[src/tcs_pkg.sv]
package tcs_pkg;
  localparam logic [11:0] TCS_SETUP_OFFSET = 12'h000;
  localparam logic [11:0] TCS_STATUS_OFFSET = 12'h004;
  localparam int TCS_JOIN_BIT = 0;
  localparam int TCS_MODE_LSB = 1;
  localparam int TCS_MODE_MSB = 2;
  localparam int TCS_SEL_LSB = 3;
  localparam int TCS_SEL_MSB = 6;
  localparam int TCS_RLI_L_BIT = 7;
  localparam int TCS_RLI_H_BIT = 8;
  localparam int TCS_SYNC_LSB = 9;
  localparam int TCS_SYNC_MSB = 16;
  localparam int TCS_NUM_IN = 8;
  localparam logic [31:0] TCS_SETUP_RESET = 32'h0001FE00;
  localparam logic [31:0] TCS_SETUP_MASK = 32'h0001FFFF;
  localparam logic [1:0] TCS_MODE_BUS = 2'h0;
  localparam logic [1:0] TCS_MODE_PRESCALED = 2'h1;
  localparam logic [1:0] TCS_MODE_INPUT = 2'h2;
  localparam logic [1:0] TCS_MODE_RESERVED = 2'h3;
  localparam logic [3:0] TCS_SEL_MAX = 4'h7;
endpackage

[src/tcs_sync.sv]
`timescale 1ns/1ps
module tcs_sync (
  input wire logic clk_sys,
  input wire logic sys_rst,
  input wire logic din,
  output logic dout
);
  logic meta_ff;
  logic sync_ff;
  // Only the second stage is read, keeping metastability contained
  always_ff @(posedge clk_sys or posedge sys_rst) begin
    if (sys_rst) begin
      meta_ff <= 1'b0;
      sync_ff <= 1'b0;
    end else begin
      meta_ff <= din;
      sync_ff <= meta_ff;
    end
  end
  assign dout = sync_ff;
endmodule

[src/tcs_setup.sv]
`timescale 1ns/1ps
module tcs_setup (
  input wire logic clk_sys,
  input wire logic sys_rst,
  input wire logic hsel,
  input wire logic [31:0] haddr,
  input wire logic [1:0] htrans,
  input wire logic hwrite,
  input wire logic [2:0] hsize,
  input wire logic [31:0] hwdata,
  input wire logic hready,
  output logic [31:0] hrdata,
  output logic hreadyout,
  output logic hresp,
  input wire logic [tcs_pkg::TCS_NUM_IN-1:0] timer_in,
  input wire logic low_reload_req,
  input wire logic high_reload_req,
  output logic counter_join,
  output logic [1:0] clock_source_mode,
  output logic timer_tick,
  output logic prescale_tick,
  output logic [tcs_pkg::TCS_NUM_IN-1:0] event_in,
  output logic low_reload_en,
  output logic high_reload_en
);
  import tcs_pkg::*;

  logic [31:0] setup_ff;
  logic [31:0] nxt_setup;
  logic wr_pend_ff;
  logic [11:0] wr_addr_ff;
  logic [31:0] rdata_ff;
  logic [31:0] nxt_rdata;
  logic [TCS_NUM_IN-1:0] sync_in;
  logic clk_prev_ff;
  logic [3:0] sel_q_ff;

  wire addr_ph = hsel & hready & htrans[1];
  wire wr_ph = addr_ph & hwrite;
  wire rd_ph = addr_ph & ~hwrite;
  wire [11:0] a_off = {haddr[11:2], 2'b00};
  wire wr_setup = wr_pend_ff & (wr_addr_ff == TCS_SETUP_OFFSET);

  wire [3:0] edge_sel = setup_ff[TCS_SEL_MSB:TCS_SEL_LSB];
  wire [1:0] mode = setup_ff[TCS_MODE_MSB:TCS_MODE_LSB];
  wire [TCS_NUM_IN-1:0] sync_en = setup_ff[TCS_SYNC_MSB:TCS_SYNC_LSB];
  wire join_on = setup_ff[TCS_JOIN_BIT];
  wire rli_l = setup_ff[TCS_RLI_L_BIT];
  wire rli_h = setup_ff[TCS_RLI_H_BIT];

  // Reserved codes refused so mode and select stay on legal values
  wire [1:0] wr_mode = hwdata[TCS_MODE_MSB:TCS_MODE_LSB];
  wire [3:0] wr_sel = hwdata[TCS_SEL_MSB:TCS_SEL_LSB];
  wire [1:0] keep_mode = (wr_mode == TCS_MODE_RESERVED) ? mode : wr_mode;
  wire [3:0] keep_sel = (wr_sel > TCS_SEL_MAX) ? edge_sel : wr_sel;

  always_comb begin
    nxt_setup = setup_ff;
    if (wr_setup) begin
      // Inhibit bits take any time, no running check
      nxt_setup = hwdata & TCS_SETUP_MASK;
      nxt_setup[TCS_MODE_MSB:TCS_MODE_LSB] = keep_mode;
      nxt_setup[TCS_SEL_MSB:TCS_SEL_LSB] = keep_sel;
    end
  end

  // Clock candidate input: index is select code divided by two
  wire [1:0] clk_idx = edge_sel[2:1];
  wire clk_fall = edge_sel[0];

  genvar gi;
  generate
    for (gi = 0; gi < TCS_NUM_IN; gi++) begin : g_in
      logic s_out;
      tcs_sync u_sync (
        .clk_sys(clk_sys),
        .sys_rst(sys_rst),
        .din(timer_in[gi]),
        .dout(s_out)
      );
      assign sync_in[gi] = s_out;
      // Clock input always synchronized in input mode; its enable unused
      wire force_sync = mode[1] & (gi < 4) & ({30'h0, clk_idx} == gi);
      assign event_in[gi] = (sync_en[gi] | force_sync) ? s_out
                                                       : timer_in[gi];
    end
  endgenerate

  // Sampled clock assumes pulses of at least one bus period
  wire clk_now = sync_in[clk_idx] ^ clk_fall;
  // Rising edge of the (optionally inverted) sample, single cycle
  wire clk_edge = clk_now & ~clk_prev_ff
                  & (sel_q_ff == edge_sel);

  always_comb begin
    case (mode)
      TCS_MODE_BUS: begin
        timer_tick = 1'b1;
        prescale_tick = 1'b1;
      end
      TCS_MODE_PRESCALED: begin
        timer_tick = 1'b1;
        prescale_tick = clk_edge;
      end
      TCS_MODE_INPUT: begin
        timer_tick = clk_edge;
        prescale_tick = clk_edge;
      end
      default: begin
        timer_tick = 1'b0;
        prescale_tick = 1'b0;
      end
    endcase
  end

  // Joined mode: high half follows the low inhibit, own bit ignored
  assign counter_join = join_on;
  assign clock_source_mode = mode;
  assign low_reload_en = low_reload_req & ~rli_l;
  assign high_reload_en = high_reload_req
                          & ~(join_on ? rli_l : rli_h);

  wire [31:0] status = {23'h0, timer_tick, prescale_tick, sync_in[3:0],
                        mode, join_on};

  always_comb begin
    nxt_rdata = rdata_ff;
    if (rd_ph) begin
      if (a_off == TCS_SETUP_OFFSET) begin
        nxt_rdata = setup_ff;
      end else if (a_off == TCS_STATUS_OFFSET) begin
        nxt_rdata = status;
      end else begin
        nxt_rdata = 32'h00000000;
      end
    end
  end

  always_ff @(posedge clk_sys or posedge sys_rst) begin
    if (sys_rst) begin
      setup_ff <= TCS_SETUP_RESET;
      wr_pend_ff <= 1'b0;
      wr_addr_ff <= 12'h000;
      rdata_ff <= 32'h00000000;
      clk_prev_ff <= 1'b0;
      sel_q_ff <= 4'h0;
    end else begin
      setup_ff <= nxt_setup;
      wr_pend_ff <= wr_ph;
      wr_addr_ff <= a_off;
      rdata_ff <= nxt_rdata;
      clk_prev_ff <= clk_now;
      sel_q_ff <= edge_sel;
    end
  end

  assign hrdata = rdata_ff;
  assign hreadyout = 1'b1;
  assign hresp = 1'b0;
endmodule

[config.mk]
export PLATFORM = sky130hd
export DESIGN_NAME = tcs_setup
export DESIGN_NICKNAME = d
export VERILOG_FILES = /design/src/tcs_pkg.sv /design/src/tcs_sync.sv /design/src/tcs_setup.sv
export SDC_FILE = /design/constraint.sdc
export NUM_CORES = 1
export LEC_CHECK = 0
export ABC_AREA = 1
export CORE_ASPECT_RATIO = 1.5
export CORE_MARGIN = 5
export CORE_UTILIZATION = 60
export CTS_CLUSTER_DIAMETER = 50
export CTS_CLUSTER_SIZE = 25
export DETAILED_ROUTE_END_ITERATION = 8
export DONT_BUFFER_PORTS = 1
export PLACE_DENSITY = 0.76
export SLEW_MARGIN = 0
export SYNTH_ARGS = -nofsm -noshare
export SYNTH_HDL_FRONTEND = slang
export SYNTH_SLANG_ARGS = --single-unit
[constraint.sdc]
create_clock -name clk_sys -period 6.2 [get_ports clk_sys]
set_clock_uncertainty 0.2 [all_clocks]
set_input_delay 0.62 -clock clk_sys [delete_from_list [all_inputs] [get_ports clk_sys]]
set_output_delay 0.62 -clock clk_sys [all_outputs]
set_load 0.02 [all_outputs]
# Yosys cells after proc, flatten, opt, wreduce, memory -nomap -nowiden
# Index checks and enable logic that the tools add are counted.
[totals] word_cells=81 ff_bits=81 inputBits=84
[op_classes] reduce_logical=8 n_bitwise=24 eq_ne=8 muxes=15 magnitude_cmp=2
[op_table] op="32-bit 2-to-1 mux" n=1
[op_table] op="12-bit logical NOT" n=2
[op_table] op="1-bit bitwise AND" n=13
[op_table] op="10-bit by 1-bit equality test with 1-bit output (second input constant)" n=1
[op_table] op="1-bit 2-to-1 mux" n=10
[op_table] op="9-bit 2-to-1 mux" n=1
[op_table] op="2-bit equality test (second input constant)" n=4
[op_table] op="1-bit inverter" n=6
[op_table] op="2-bit by 1-bit equality test with 1-bit output (second input constant)" n=2
[op_table] op="4-bit equality test" n=1
[op_table] op="4-bit by 3-bit greater-than comparator with 1-bit output (second input constant)" n=1
[op_table] op="2-bit logical NOT" n=2
[op_table] op="2-bit by 4-bit less-than comparator with 1-bit output (second input constant)" n=1
[op_table] op="1-bit bitwise OR" n=4
[op_table] op="1-bit case mux with 2 select lines" n=2
[op_table] op="2-bit AND reduction" n=2
[op_table] op="2-bit OR reduction" n=2
[op_table] op="1-bit binary-select mux with 2-bit select" n=1
[op_table] op="1-bit XOR" n=1

# Longest topological paths before layout
# Gate-level depths: netlist (run 1).
[depth] ltp_word=8 ltp_mapped=11

# Hierarchy
# From an unflattened synthesis (run 1), not the netlist that was laid out.
[hier_totals] cells_unflattened=298 area_unflattened_um2=2892.8
[modules_own_cells] module="tcs_setup" cells_per_inst=274 area_each_um2=2462.4 seq_area_each_um2=1261.2 n_inst=1
[modules_own_cells] module="tcs_sync" cells_per_inst=3 area_each_um2=53.8 seq_area_each_um2=50.0 n_inst=8

# Worst setup path before layout (run 1)
# OpenSTA, ideal clock, no wires.
[synth_timing] path_type="reg2out" startpoint="register setup_ff[4]" endpoint="output prescale_tick" t_arrival_ps=1355 setup_slack_ps=4025 required_ps=5380 stages_incl_launch_ff=9 cell_sequence="dfrtp_1 > buf_4 > inv_1 > nand2_1 > nand2_1 > nand2_1 > nand3_1 > nand4_1 > a21oi_1"
[synth_between] elab_chain_cells=6
[synth_rtl] item="start: declaration" line="tcs_setup.sv:28" source="logic [31:0] setup_ff;"
[synth_rtl] item="start signal: assignment" line="tcs_setup.sv:148" source="setup_ff <= nxt_setup;"
[synth_rtl] item="1-bit binary-select mux with 2-bit select" line="tcs_setup.sv:90" source="wire clk_now = sync_in[clk_idx] ^ clk_fall;"
[synth_rtl] item="1-bit 2-to-1 mux (implied by the code)" line="tcs_setup.sv:90"
[synth_rtl] item="1-bit XOR" line="tcs_setup.sv:90"
[synth_rtl] item="1-bit bitwise AND" line="tcs_setup.sv:92" source="wire clk_edge = clk_now & ~clk_prev_ff"
[synth_rtl] item="1-bit bitwise AND (*)" line="tcs_setup.sv:93" source="& (sel_q_ff == edge_sel);"
[synth_rtl] item="1-bit case mux with 2 select lines (*)" line="tcs_setup.sv:96" source="case (mode)"
[synth_rtl] item="end: declaration" line="tcs_setup.sv:21" source="output logic prescale_tick,"
# Every way passes the cells marked *; elsewhere a longest branch is shown, timed or not. The select of a mux whose other input is x is not followed.

# Worst setup path after layout (run 1)
[layout_timing] startpoint="register setup_ff[2]" endpoint="output prescale_tick"
[layout_between] elab_chain_cells=3
[layout_rtl] item="2-bit equality test or 2-bit by 1-bit equality test with 1-bit output (tied branches)" line="tcs_setup.sv:96"
[layout_rtl] item="2-bit OR reduction (no source line)"
[layout_rtl] item="1-bit case mux with 2 select lines (*)" line="tcs_setup.sv:96"
# Every way passes the cells marked *; elsewhere a longest branch is shown, timed or not.

==> results of run 1 <==
placed cells by master, fill, tap and decap left out, types with 6 or more instances in the layout:
cell type,n
nand2_1,90
dfrtp_1,58
inv_1,28
conb_1,17
nand3_1,16
nor2_1,15
clkbuf_8,10
mux2_2,8
dfstp_2,8
a21oi_1,6
o21ai_0,6
registers in the layout, summed over array words and instances, names as in the netlist:
register	count
wr_addr_ff	10
hrdata	17
clk_prev_ff	1
setup_ff	17
sel_q_ff	4
wr_pend_ff	1
g_in.u_sync.meta_ff	8
g_in.u_sync.dout	8
cell usage after synthesis (2+ instances only):
cell type and instances:
clkbuf_1 4, dfrtp_1 58, a31o_2 3, inv_1 29, buf_4 20, nand4_1 2, conb_1 2, nor2_1 15
o21ai_0 6, mux2_2 8, a31oi_1 5, dfstp_2 8, nand3_1 16, ha_1 4, o31ai_1 3, nand2_1 90
a21oi_1 6, o21ai_1 3
stage by stage:
step	area [um^2]	setup slack, ns	hold slack [ns]	power, mW	utilization [%]
after floorplan	2890	3.74	0.131	0.535	-
after global placement	2790	3.77	0.133	0.536	61.5
after detailed placement	2790	3.75	0.136	0.538	61.5
after CTS	3020	3.34	0.0879	0.938	66.5
after global routing	3020	3.22	0.0735	0.971	66.5
final	3020	3.38	0.103	0.930	66.5
how the worst max path moves through the flow:
stage	from	end	slack (ns)	cells after the start
2_1_floorplan	sys_rst	clk_prev_ff$_DFF_PP0_	3.74	1
3_3_place_gp	setup_ff[2]$_DFFE_PP0P_	prescale_tick	3.77	4
3_5_place_dp	setup_ff[2]$_DFFE_PP0P_	prescale_tick	3.75	4
4_1_cts	setup_ff[2]$_DFFE_PP0P_	prescale_tick	3.34	4
5_1_grt	setup_ff[4]$_DFFE_PP0P_	prescale_tick	3.22	8
6_report	setup_ff[2]$_DFFE_PP0P_	prescale_tick	3.38	4
area by class of cell:
cell class | count | share of cell area (%)
clock buffer | 10 | 4.55
timing repair buffer | 2 | 0.497
tap | 64 | 2.65
sequential | 66 | 55.0
inverter | 29 | 3.60
multi-input combinational | 186 | 30.7
clock inverter | 6 | 2.98
power by group through the flow:
stage                     Clock (mW)  Combinational (mW)  Sequential, mW
after floorplan                    0              0.0573           0.478
after global placement             0              0.0525           0.484
after detailed placement           0              0.0538           0.484
after CTS                      0.408              0.0541           0.476
after global routing           0.431              0.0611           0.479
final                          0.400              0.0534           0.476
critical path: cells and delay by family (launching register included):
kind,cells,cell delay [ns]
AND/OR/NAND/NOR,1,0.13
buffers and inverters,1,0.17
AO/OA/AOI/OAI,1,0.45
adder cells (fa/ha/maj),1,0.31
flip-flops,1,0.62
cells by family after synthesis:
logic type	after synthesis	synth area share, %
adder cells (fa/ha/maj)	4	1.77
other	2	0.265
multiplexers	8	3.18
AND/OR/NAND/NOR	131	20.1
buffers and inverters	56	10.4
AO/OA/AOI/OAI	26	5.48
flip-flops	66	58.7
metal layers:
layer | up-vias | routed length, um | track usage [%]
li1 | 890 | - | -
met1 | 905 | 2120 | 21.9
met2 | 70 | 2750 | 30.8
met3 | 12 | 535 | 8.02
met4 | 0 | 140 | 9.15
met5 | - | 0 | 0
==> summary.md, run 1 <==
| Metric | Value |
|---|---|
| Final hold vios | 0 |
| Layout fillers | approximately 380 |
| Vias per cell | between 5 and 6 |
| Internal power | roughly 700 uW |
| Port bufs | 0 |
| Tcrit/Tclk final | between 40% and 50% |
| Cell depth of the worst flop-to-flop path | 4 |
| Clock sink count | 66 |
| Vias in the first global route | about 1.8k |
| CP max FO | 8 |
| Via count | ~1.9k |
| Dpl hpwl | a little under 4000 um |
| Diode count | 0 |
| Die Ht | approximately 94 um |
| Post_cts resized | 0 |
| CTS H-tree lvls | 3 |
| Post-route DRC | 0 |
| Cell Area, Synth | 2830 um^2 |
| Max Freq | 0.354 GHz |
| Hold_sp | haddr[5] |
| Area grow syn2layout | 6.81% |
| Area fraction of the dominant cell type after synthesis | 51.3% |
| Reg2Reg Setup Slack | about 4.0 ns |
| Placed Cells | approximately 350 |
| Yosys top cell by area | dfrtp_1 |
| Warning count from the yosys run | 0 |
| RSZ-0062 raised after global routing | false |
| Hold path cells | 0 |
| Clock buffer depth | 2 |
| Share of post-route cells with drive strength above 1 | between 10 and 15% |
| CTS Buf Count | 9 |
| Kind of start point of the critical path | register |
| CTS root buffer | clkbuf_8 |
| Status | complete, no violations |
| Hold-fix buffers, CTS | 0 |
| Critical R2R Launch | wr_addr_ff[7]$_DFF_PP0_ |
| Total negative slack | 0 ns |
| # setup viols final | 0 |
| Drt wl/cell | 15.3 um |
| EDFF count, synth | 0 |
| Largest net degree at the start of global routing | 67 |
| TritonRoute pass-1 iters | 4 |
| Critical-path top delay cell | dfrtp_1 |
| Synth cell types | 29 |
| Peak VDD IR | 191 uV |
| Ports | around 130 |
| 1st-iter DRT viols | roughly 150 |
| Gr usage total | about a fifth |
| GR Overflow Total | 0 |
| Crit end category | output pin |
| Arrival @ worst endpoint | around 2 ns |
| Post-Syn Instances | just under 300 |
| Asr flop ratio synth | 100% |
| Synth Flop Type | dfrtp_1 |
| Crit path time final | 2.82 ns |
| CTS tree | yes |
| Clock share of power | between 40% and 50% |
| RePlAce Congestion | 0.783 |
| Die area | ~6200 um^2 |
| First-pass GRT wire length | between 8000 and 9000 um |
| Worst endpoint required time | roughly 5.4 ns |
| Net Sw Frac | about a quarter |
| Initial antenna violation count | 0 |
| Row count | 30 |
| Die width | 66.1 um |
| Initial Util | about 62% |
| Area occupied by multi-input gates | 928 um^2 |
| Wirelength, routed | between 5000 and 6000 um |
| Sequential cell area fraction in the yosys report | roughly three fifths |
| Syn Area/Cell | between 9 and 10 um^2 |
| Reg clk slew, reported paths | 0.07 ns |
| Critical Path Max Stage Delay | ~0.62 ns |
| Worst relative slew slack | 46.6% |
| Reg area | about 1700 um^2 |
| Worst Max-Slew Pin Slew | 0.800 ns |
| FF+latch count, synth | 66 |
| Critical path class | reg2out |
| Cell Chain, Critical Path | inv_1 -> ha_1 -> nand4_1 -> a21oi_1 |
| Post-route ant nets | 0 |
| Leakage | ~1.5 nW |
| Largest cells by area after synthesis | dfrtp_1, nand2_1, dfstp_2 |
| Sequential share of power | 51.2% |
| Hold Path End | wr_addr_ff[5]$_DFF_PP0_ |
| Crit Reg-Reg Endpoint | setup_ff[0]$_DFFE_PP0P_ |
| Maxcap violations | 0 |
| PwrDens | 308 nW/um^2 |
| Max-slew violations | 0 |
| Gate power share | under 10% |
| Non-Filler Instances | roughly 360 |
| Switching pwr | 227 uW |
| Nets@finish | between 300 and 400 |
| Post-CTS setup buffers | 0 |
| Worst min path class | in2reg |
| Core area | approximately 4500 um^2 |
| Worst-skew pair later-pin latency | 0.34 ns |
Power figures use the tool's default switching activity.
==> run 2, diff against run 1 <==
==> constraint.sdc (replaced) <==
create_clock -name clk_sys -period 2.7 [get_ports clk_sys]
set_clock_uncertainty 0.2 [all_clocks]
set_input_delay 0.27 -clock clk_sys [delete_from_list [all_inputs] [get_ports clk_sys]]
set_output_delay 0.27 -clock clk_sys [all_outputs]
set_load 0.02 [all_outputs]
==> summary.md, run 2 (synthesized netlist as in run 1, its figures left out) <==
| Metric | Value |
|---|---|
| Worst Max-Slew Pin Slew | 0.699 ns (-0.102 ns) |
| Die width | 66.1 um (unchanged) |
| TritonRoute pass-1 iters | 4 (unchanged) |
| Maxcap violations | 0 (unchanged) |
| Total negative slack | 0 ns (unchanged) |
| DP Worst Slack | 0.600 ns (-3.15 ns) |
| Die area | 6220 um^2 (unchanged) |
| Initial antenna violation count | 0 (unchanged) |
| Cell Chain, Critical Path | inv_1 -> ha_1 -> nand4_1 -> a21oi_1 |
| Row count | 30 (unchanged) |
| Most frequent cells in the layout | nand2_1, dfrtp_1, dlygate4sd3_1 |
| CTS root buffer | clkbuf_8 |
| Peak VDD IR | 536 uV (+180%) |
| Max-slew violations | 0 (unchanged) |
| Drt wl/cell | 16.3 um (+6.4%) |
| Final setup margin | 0.248 ns (-3.13 ns) |
| Worst endpoint required time | 2.23 ns (-3.15 ns) |
| Clock sink count | 66 (unchanged) |
| Die Ht | 94.1 um (unchanged) |
| Clock buffer depth | 2 (unchanged) |
| Initial Util | 62.3% (unchanged) |
| Vias per cell | 5.11 (-1.1%) |
| CTS Buf Count | 9 (unchanged) |
| Status | complete, no violations |
| Critical Path Max Stage Delay | 0.61 ns (about the same) |
| CTS tree | yes |
| Area grow syn2layout | 20.6% |
| Reg clk slew, reported paths | 0.08 ns (about the same) |
| Worst-skew pair later-pin latency | 0.34 ns (about the same) |
| Layout fillers | 307 (-18%) |
| # setup viols final | 0 (unchanged) |
| Core area | 4540 um^2 (unchanged) |
| Arrival @ worst endpoint | 1.98 ns (-0.02 ns) |
| Gr usage total | 22.6% (+3.4 points) |
| Final hold vios | 0 (unchanged) |
| Worst min path class | in2reg |
| CP max FO | 8 (unchanged) |
| Port bufs | 0 (unchanged) |
| Vias in the first global route | 2,126 (+15%) |
| Post-route ant nets | 0 (unchanged) |
| First-pass GRT wire length | 10,300 um (+16%) |
| Via count | 2,056 (+9.5%) |
| Post-route DRC | 0 (unchanged) |
| RePlAce Congestion | 0.777 (-0.73%) |
| Worst relative slew slack | 53.3% (+6.7 points) |
| Kind of start point of the critical path | register |
| RSZ-0062 raised after global routing | false |
| Critical-path top delay cell | dfrtp_1 |
| Crit path time final | roughly 2.5 ns |
| Most common cell after layout, fill and taps aside | nand2_1 |
| 1st-iter DRT viols | 128 (-12%) |
| Non-Filler Instances | 402 (+11%) |
| Reg area | 1660 um^2 (unchanged) |
| CP delay by family, top | flip-flops |
| CTS H-tree lvls | 3 (unchanged) |
| Crit end category | output pin |
| Dpl hpwl | 4250 um (+7.4%) |
| Diode count | 0 (unchanged) |
| GR Overflow Total | 0 (unchanged) |
| Area occupied by multi-input gates | 928 um^2 (unchanged) |
| Ports | 133 (unchanged) |
| Wirelength, routed | 6540 um (+18%) |
| Largest net degree at the start of global routing | 35 (-48%) |
| Max Freq | 0.408 GHz |
| Critical path class | reg2out |
| Post-layout util | 75.1% (+8.6 points) |
| Placed Cells | 348 (+0.29%) |
| PwrDens | 634 nW/um^2 (+110%) |
| Tcrit/Tclk final | between 90% and 100% |
| Nets@finish | 421 (+10%) |
| Share of post-route cells with drive strength above 1 | 13.0% (-1.4 points) |
| Leakage | 1.68 nW (+11%) |
| WP buf/inv | 1 (unchanged) |
[run 2: changes by cell type in the layout (fill, tap and decap cells not counted), sizes merged]
cell         delta
buf             +1
dlygate4sd3    +38
clkinvlp        -1
clkinv          +1
inv             +1
clkbuf          -1
[run 2: final timing paths]
check | startpoint | endpoint | slack [ns] | cells past startpoint
max | setup_ff[2]$_DFFE_PP0P_ | prescale_tick | 0.25 | 4
min | haddr[2] | hrdata[3]$_DFFE_PP0P_ | 0.03 | 4
max reg2reg | wr_addr_ff[3]$_DFF_PP0_ | setup_ff[2]$_DFFE_PP0P_ | 0.46 | 7
min reg2reg | g_in[0].u_sync.meta_ff$_DFF_PP0_ | g_in[0].u_sync.dout$_DFF_PP0_ | 0.14 | 0
max in group asynchronous | sys_rst | setup_ff[1]$_DFFE_PP0P_ | 1.38 | 3
min in group asynchronous | sys_rst | g_in[6].u_sync.dout$_DFF_PP0_ | 0.30 | 2
[run 2: where the power goes]
part	total [mW]	switching, mW	internal (mW)
sequential	1.09	0.0586	1.04
combinational	0.176	0.106	0.0700
clock	0.894	0.375	0.519
[run 2: through the flow]
stage	instance area, um^2	hold WS, ns	power, mW
after floorplan	2890	0.101	1.23
after global routing	3410	0.0633	2.26
final	3410	0.0338	2.16
after detailed placement	2810	0.102	1.24
after CTS	3410	0.0236	2.18
after global placement	2810	0.0941	1.23
[run 2: area by class of cell]
type                    instances  area share (%)
well taps                      64            2.35
flip-flops and latches         66            48.7
multi-input cells             186            27.2
repair buffers                 41            12.2
clock inverters                 7            2.71
clock buffers                   9            3.63
inverters                      29            3.19
[run 2: worst register-to-register path, stage by stage, from the launching register on]
cell and delay (ns):
dfrtp_1 0.40, nor4_2 0.33, nand3_1 0.13, buf_4 0.22, o21ai_0 0.16, o21ai_0 0.12, dlygate4sd3_1 0.59, inv_1 0.06
[run 2: repair_timing]
item	CTS	global route
hold buffers	38	0
endpoints found under the setup margin	0	0
buffers inserted	0	0
gates resized for setup	0	0
endpoints found under the hold margin	75	0
[run 2: metal layers]
| layer | global-route usage (%) | part of all wire [%] | up-vias | wire length [um] |
|---|---|---|---|---|
| li1 | - | - | 970 | - |
| met1 | 25.2 | 38 | 975 | 2450 |
| met2 | 37.5 | 52 | 97 | 3380 |
| met3 | 7.31 | 8.4 | 14 | 546 |
| met4 | 12.4 | 2.3 | 0 | 153 |
| met5 | 0 | 0 | - | 0 |
==> run 3, diff against run 2 <==
==> constraint.sdc (replaced) <==
create_clock -name clk_sys -period 2.7 [get_ports clk_sys]
set_clock_uncertainty 0.2 [all_clocks]
set_input_delay 0.54 -clock clk_sys [delete_from_list [all_inputs] [get_ports clk_sys]]
set_output_delay 0.54 -clock clk_sys [all_outputs]
set_load 0.02 [all_outputs]
==> summary.md, run 3 (synthesized netlist as in run 1, its figures left out) <==
| Metric | Value |
|---|---|
| Die width | 66.1 um (unchanged) |
| Die area | 6220 um^2 (unchanged) |
| Gr usage total | 19.5% (-3.1 points) |
| Tcrit/Tclk final | 93.8% (+2.9 points) |
| Kind of start point of the critical path | register |
| Initial antenna violation count | 0 (unchanged) |
| Max Freq | 0.395 GHz (-3.1%) |
| GR Overflow Total | 0 (unchanged) |
| # setup viols final | 0 (unchanged) |
| Met3 Wirelength | 512 um (-6.2%) |
| Crit end category | output pin |
| Most frequent cells in the layout | nand2_1, dfrtp_1, inv_1 |
| Largest net degree at the start of global routing | 39 (+11%) |
| Critical path class | reg2out |
| Worst relative slew slack | 60.1% (+6.7 points) |
| Post-layout util | 69.6% (-5.5 points) |
| Hold_sp | haddr[2] |
| Wirelength, routed | 5850 um (-10%) |
| CP max FO | 9 (+1) |
| Fin area | 3160 um^2 (-7.3%) |
| Non-Filler Instances | 378 (-6.0%) |
| Clock buffer depth | 2 (unchanged) |
| Reg clk slew, reported paths | 0.07 ns (about the same) |
| Area occupied by multi-input gates | 932 um^2 (+0.40%) |
| Final hold slack | 0.0251 ns (-0.00878 ns) |
| RSZ-0062 raised after global routing | false |
| Worst min path class | in2reg |
| DP Worst Slack | 0.435 ns (-0.165 ns) |
| Nets@finish | 397 (-5.7%) |
| First-pass GRT wire length | 8850 um (-14%) |
| Ports | 133 (unchanged) |
| Most common cell after layout, fill and taps aside | nand2_1 |
| Status | complete, no violations |
| Share of post-route cells with drive strength above 1 | 15.3% (+2.3 points) |
| Core area | 4540 um^2 (unchanged) |
| Post-CTS setup buffers | 0 (unchanged) |
| Worst Setup SP | setup_ff[4]$_DFFE_PP0P_ |
| Crit path time final | 2.53 ns (+0.0795 ns) |
| CTS Buf Count | 9 (unchanged) |
| Final hold vios | 0 (unchanged) |
| PwrDens | 652 nW/um^2 (+2.7%) |
| Diode count | 0 (unchanged) |
| Total negative slack | 0 ns (unchanged) |
| Cell depth of the worst flop-to-flop path | 6 (-1) |
| Post-route DRC | 0 (unchanged) |
| M1 WL | 2240 um (-8.6%) |
| Reg2Reg Setup Slack | 0.78 ns (+0.32 ns) |
| Hold Path End | wr_addr_ff[2]$_DFF_PP0_ |
| Row count | 30 (unchanged) |
| Worst Max-Slew Pin Slew | 0.598 ns (-0.100 ns) |
| CTS H-tree lvls | 3 (unchanged) |
| Top routing layer in use | met4 |
| Clock sink count | 66 (unchanged) |
| Routed wl met2 | 3020 um (-11%) |
| Die Ht | 94.1 um (unchanged) |
| TritonRoute pass-1 iters | 4 (unchanged) |
| Critical R2R Launch | wr_addr_ff[7]$_DFF_PP0_ |
| Arrival @ worst endpoint | 1.79 ns (-0.19 ns) |
| Peak VDD IR | 699 uV (+30%) |
| Worst endpoint required time | 1.96 ns (-0.27 ns) |
| CTS root buffer | clkbuf_8 |
| Worst-skew pair later-pin latency | 0.34 ns (about the same) |
| Leakage | 1.56 nW (-6.8%) |
| Port bufs | 0 (unchanged) |
| Reg area | 1660 um^2 (+0.15%) |
| Placement Cell Area | 2820 um^2 (+0.27%) |
| Area grow syn2layout | 11.7% |
| Final Power | 2.06 mW (-4.8%) |
| Layout fillers | 354 (+15%) |
| RePlAce Congestion | 0.791 (+1.8%) |
| Via count | 1,891 (-8.0%) |
| Post-route ant nets | 0 (unchanged) |
| Placed Cells | 349 (+0.29%) |
| Maxcap violations | 0 (unchanged) |
| Crit Reg-Reg Endpoint | setup_ff[5]$_DFFE_PP0P_ |
| Drt wl/cell | 15.5 um (-4.8%) |
| 1st-iter DRT viols | 120 (-6.3%) |
| Initial Util | 62.3% (unchanged) |
| Max-slew violations | 0 (unchanged) |
| Hold path cells | 0 (-4) |
| Dpl hpwl | 4220 um (-0.78%) |
| CTS tree | yes |
| Vias in the first global route | 1,784 (-16%) |
| Final setup margin | 0.169 ns (-0.0795 ns) |
| Vias per cell | 5.00 (-2.2%) |
[run 3: layer usage]
metal  global-route usage, %  vias to the layer above
met5                       0                        -
met1                    22.7                      889
met4                    6.78                        0
met3                    8.98                        6
li1                        -                      924
met2                    31.5                       72
[run 3: area by class of cell]
cell class                 count  area share [%]
clock buffer                  10            4.35
inverter                      29            3.44
sequential                    66            52.7
timing repair buffer          17            5.46
clock inverter                 6            2.06
tap                           64            2.53
multi-input combinational    186            29.5
[run 3: worst max-delay path: stages (launching register included)]
cell and delay [ns]:
dfrtp_2 0.46, inv_1 0.15, nand2_1 0.08, nand2_1 0.06, nand3_1 0.08, nor2_1 0.13
nand4_1 0.12, a21oi_1 0.18, buf_4 0.17
[run 3: worst max path at each step]
stage	end	slack, ns	cells past startpoint
3_3_place_gp	prescale_tick	0.45	5
6_report	prescale_tick	0.17	8
3_5_place_dp	prescale_tick	0.43	5
2_1_floorplan	clk_prev_ff$_DFF_PP0_	0.32	1
4_1_cts	prescale_tick	0.03	5
5_1_grt	prescale_tick	0.008	8
[run 3: timing repair]
| item | 4_1_cts | 5_1_grt |
|---|---|---|
| hold buffers | 1 | 12 |
| setup endpoints to repair | 0 | 2 |
| resized for setup | 0 | 3 |
| endpoints found under the hold margin | 28 | 12 |
[run 3: where the power goes]
part / internal, mW / switching, mW / total, mW
sequential: 1.04 / 0.0576 / 1.09
clock: 0.452 / 0.371 / 0.823
combinational: 0.0481 / 0.0948 / 0.143
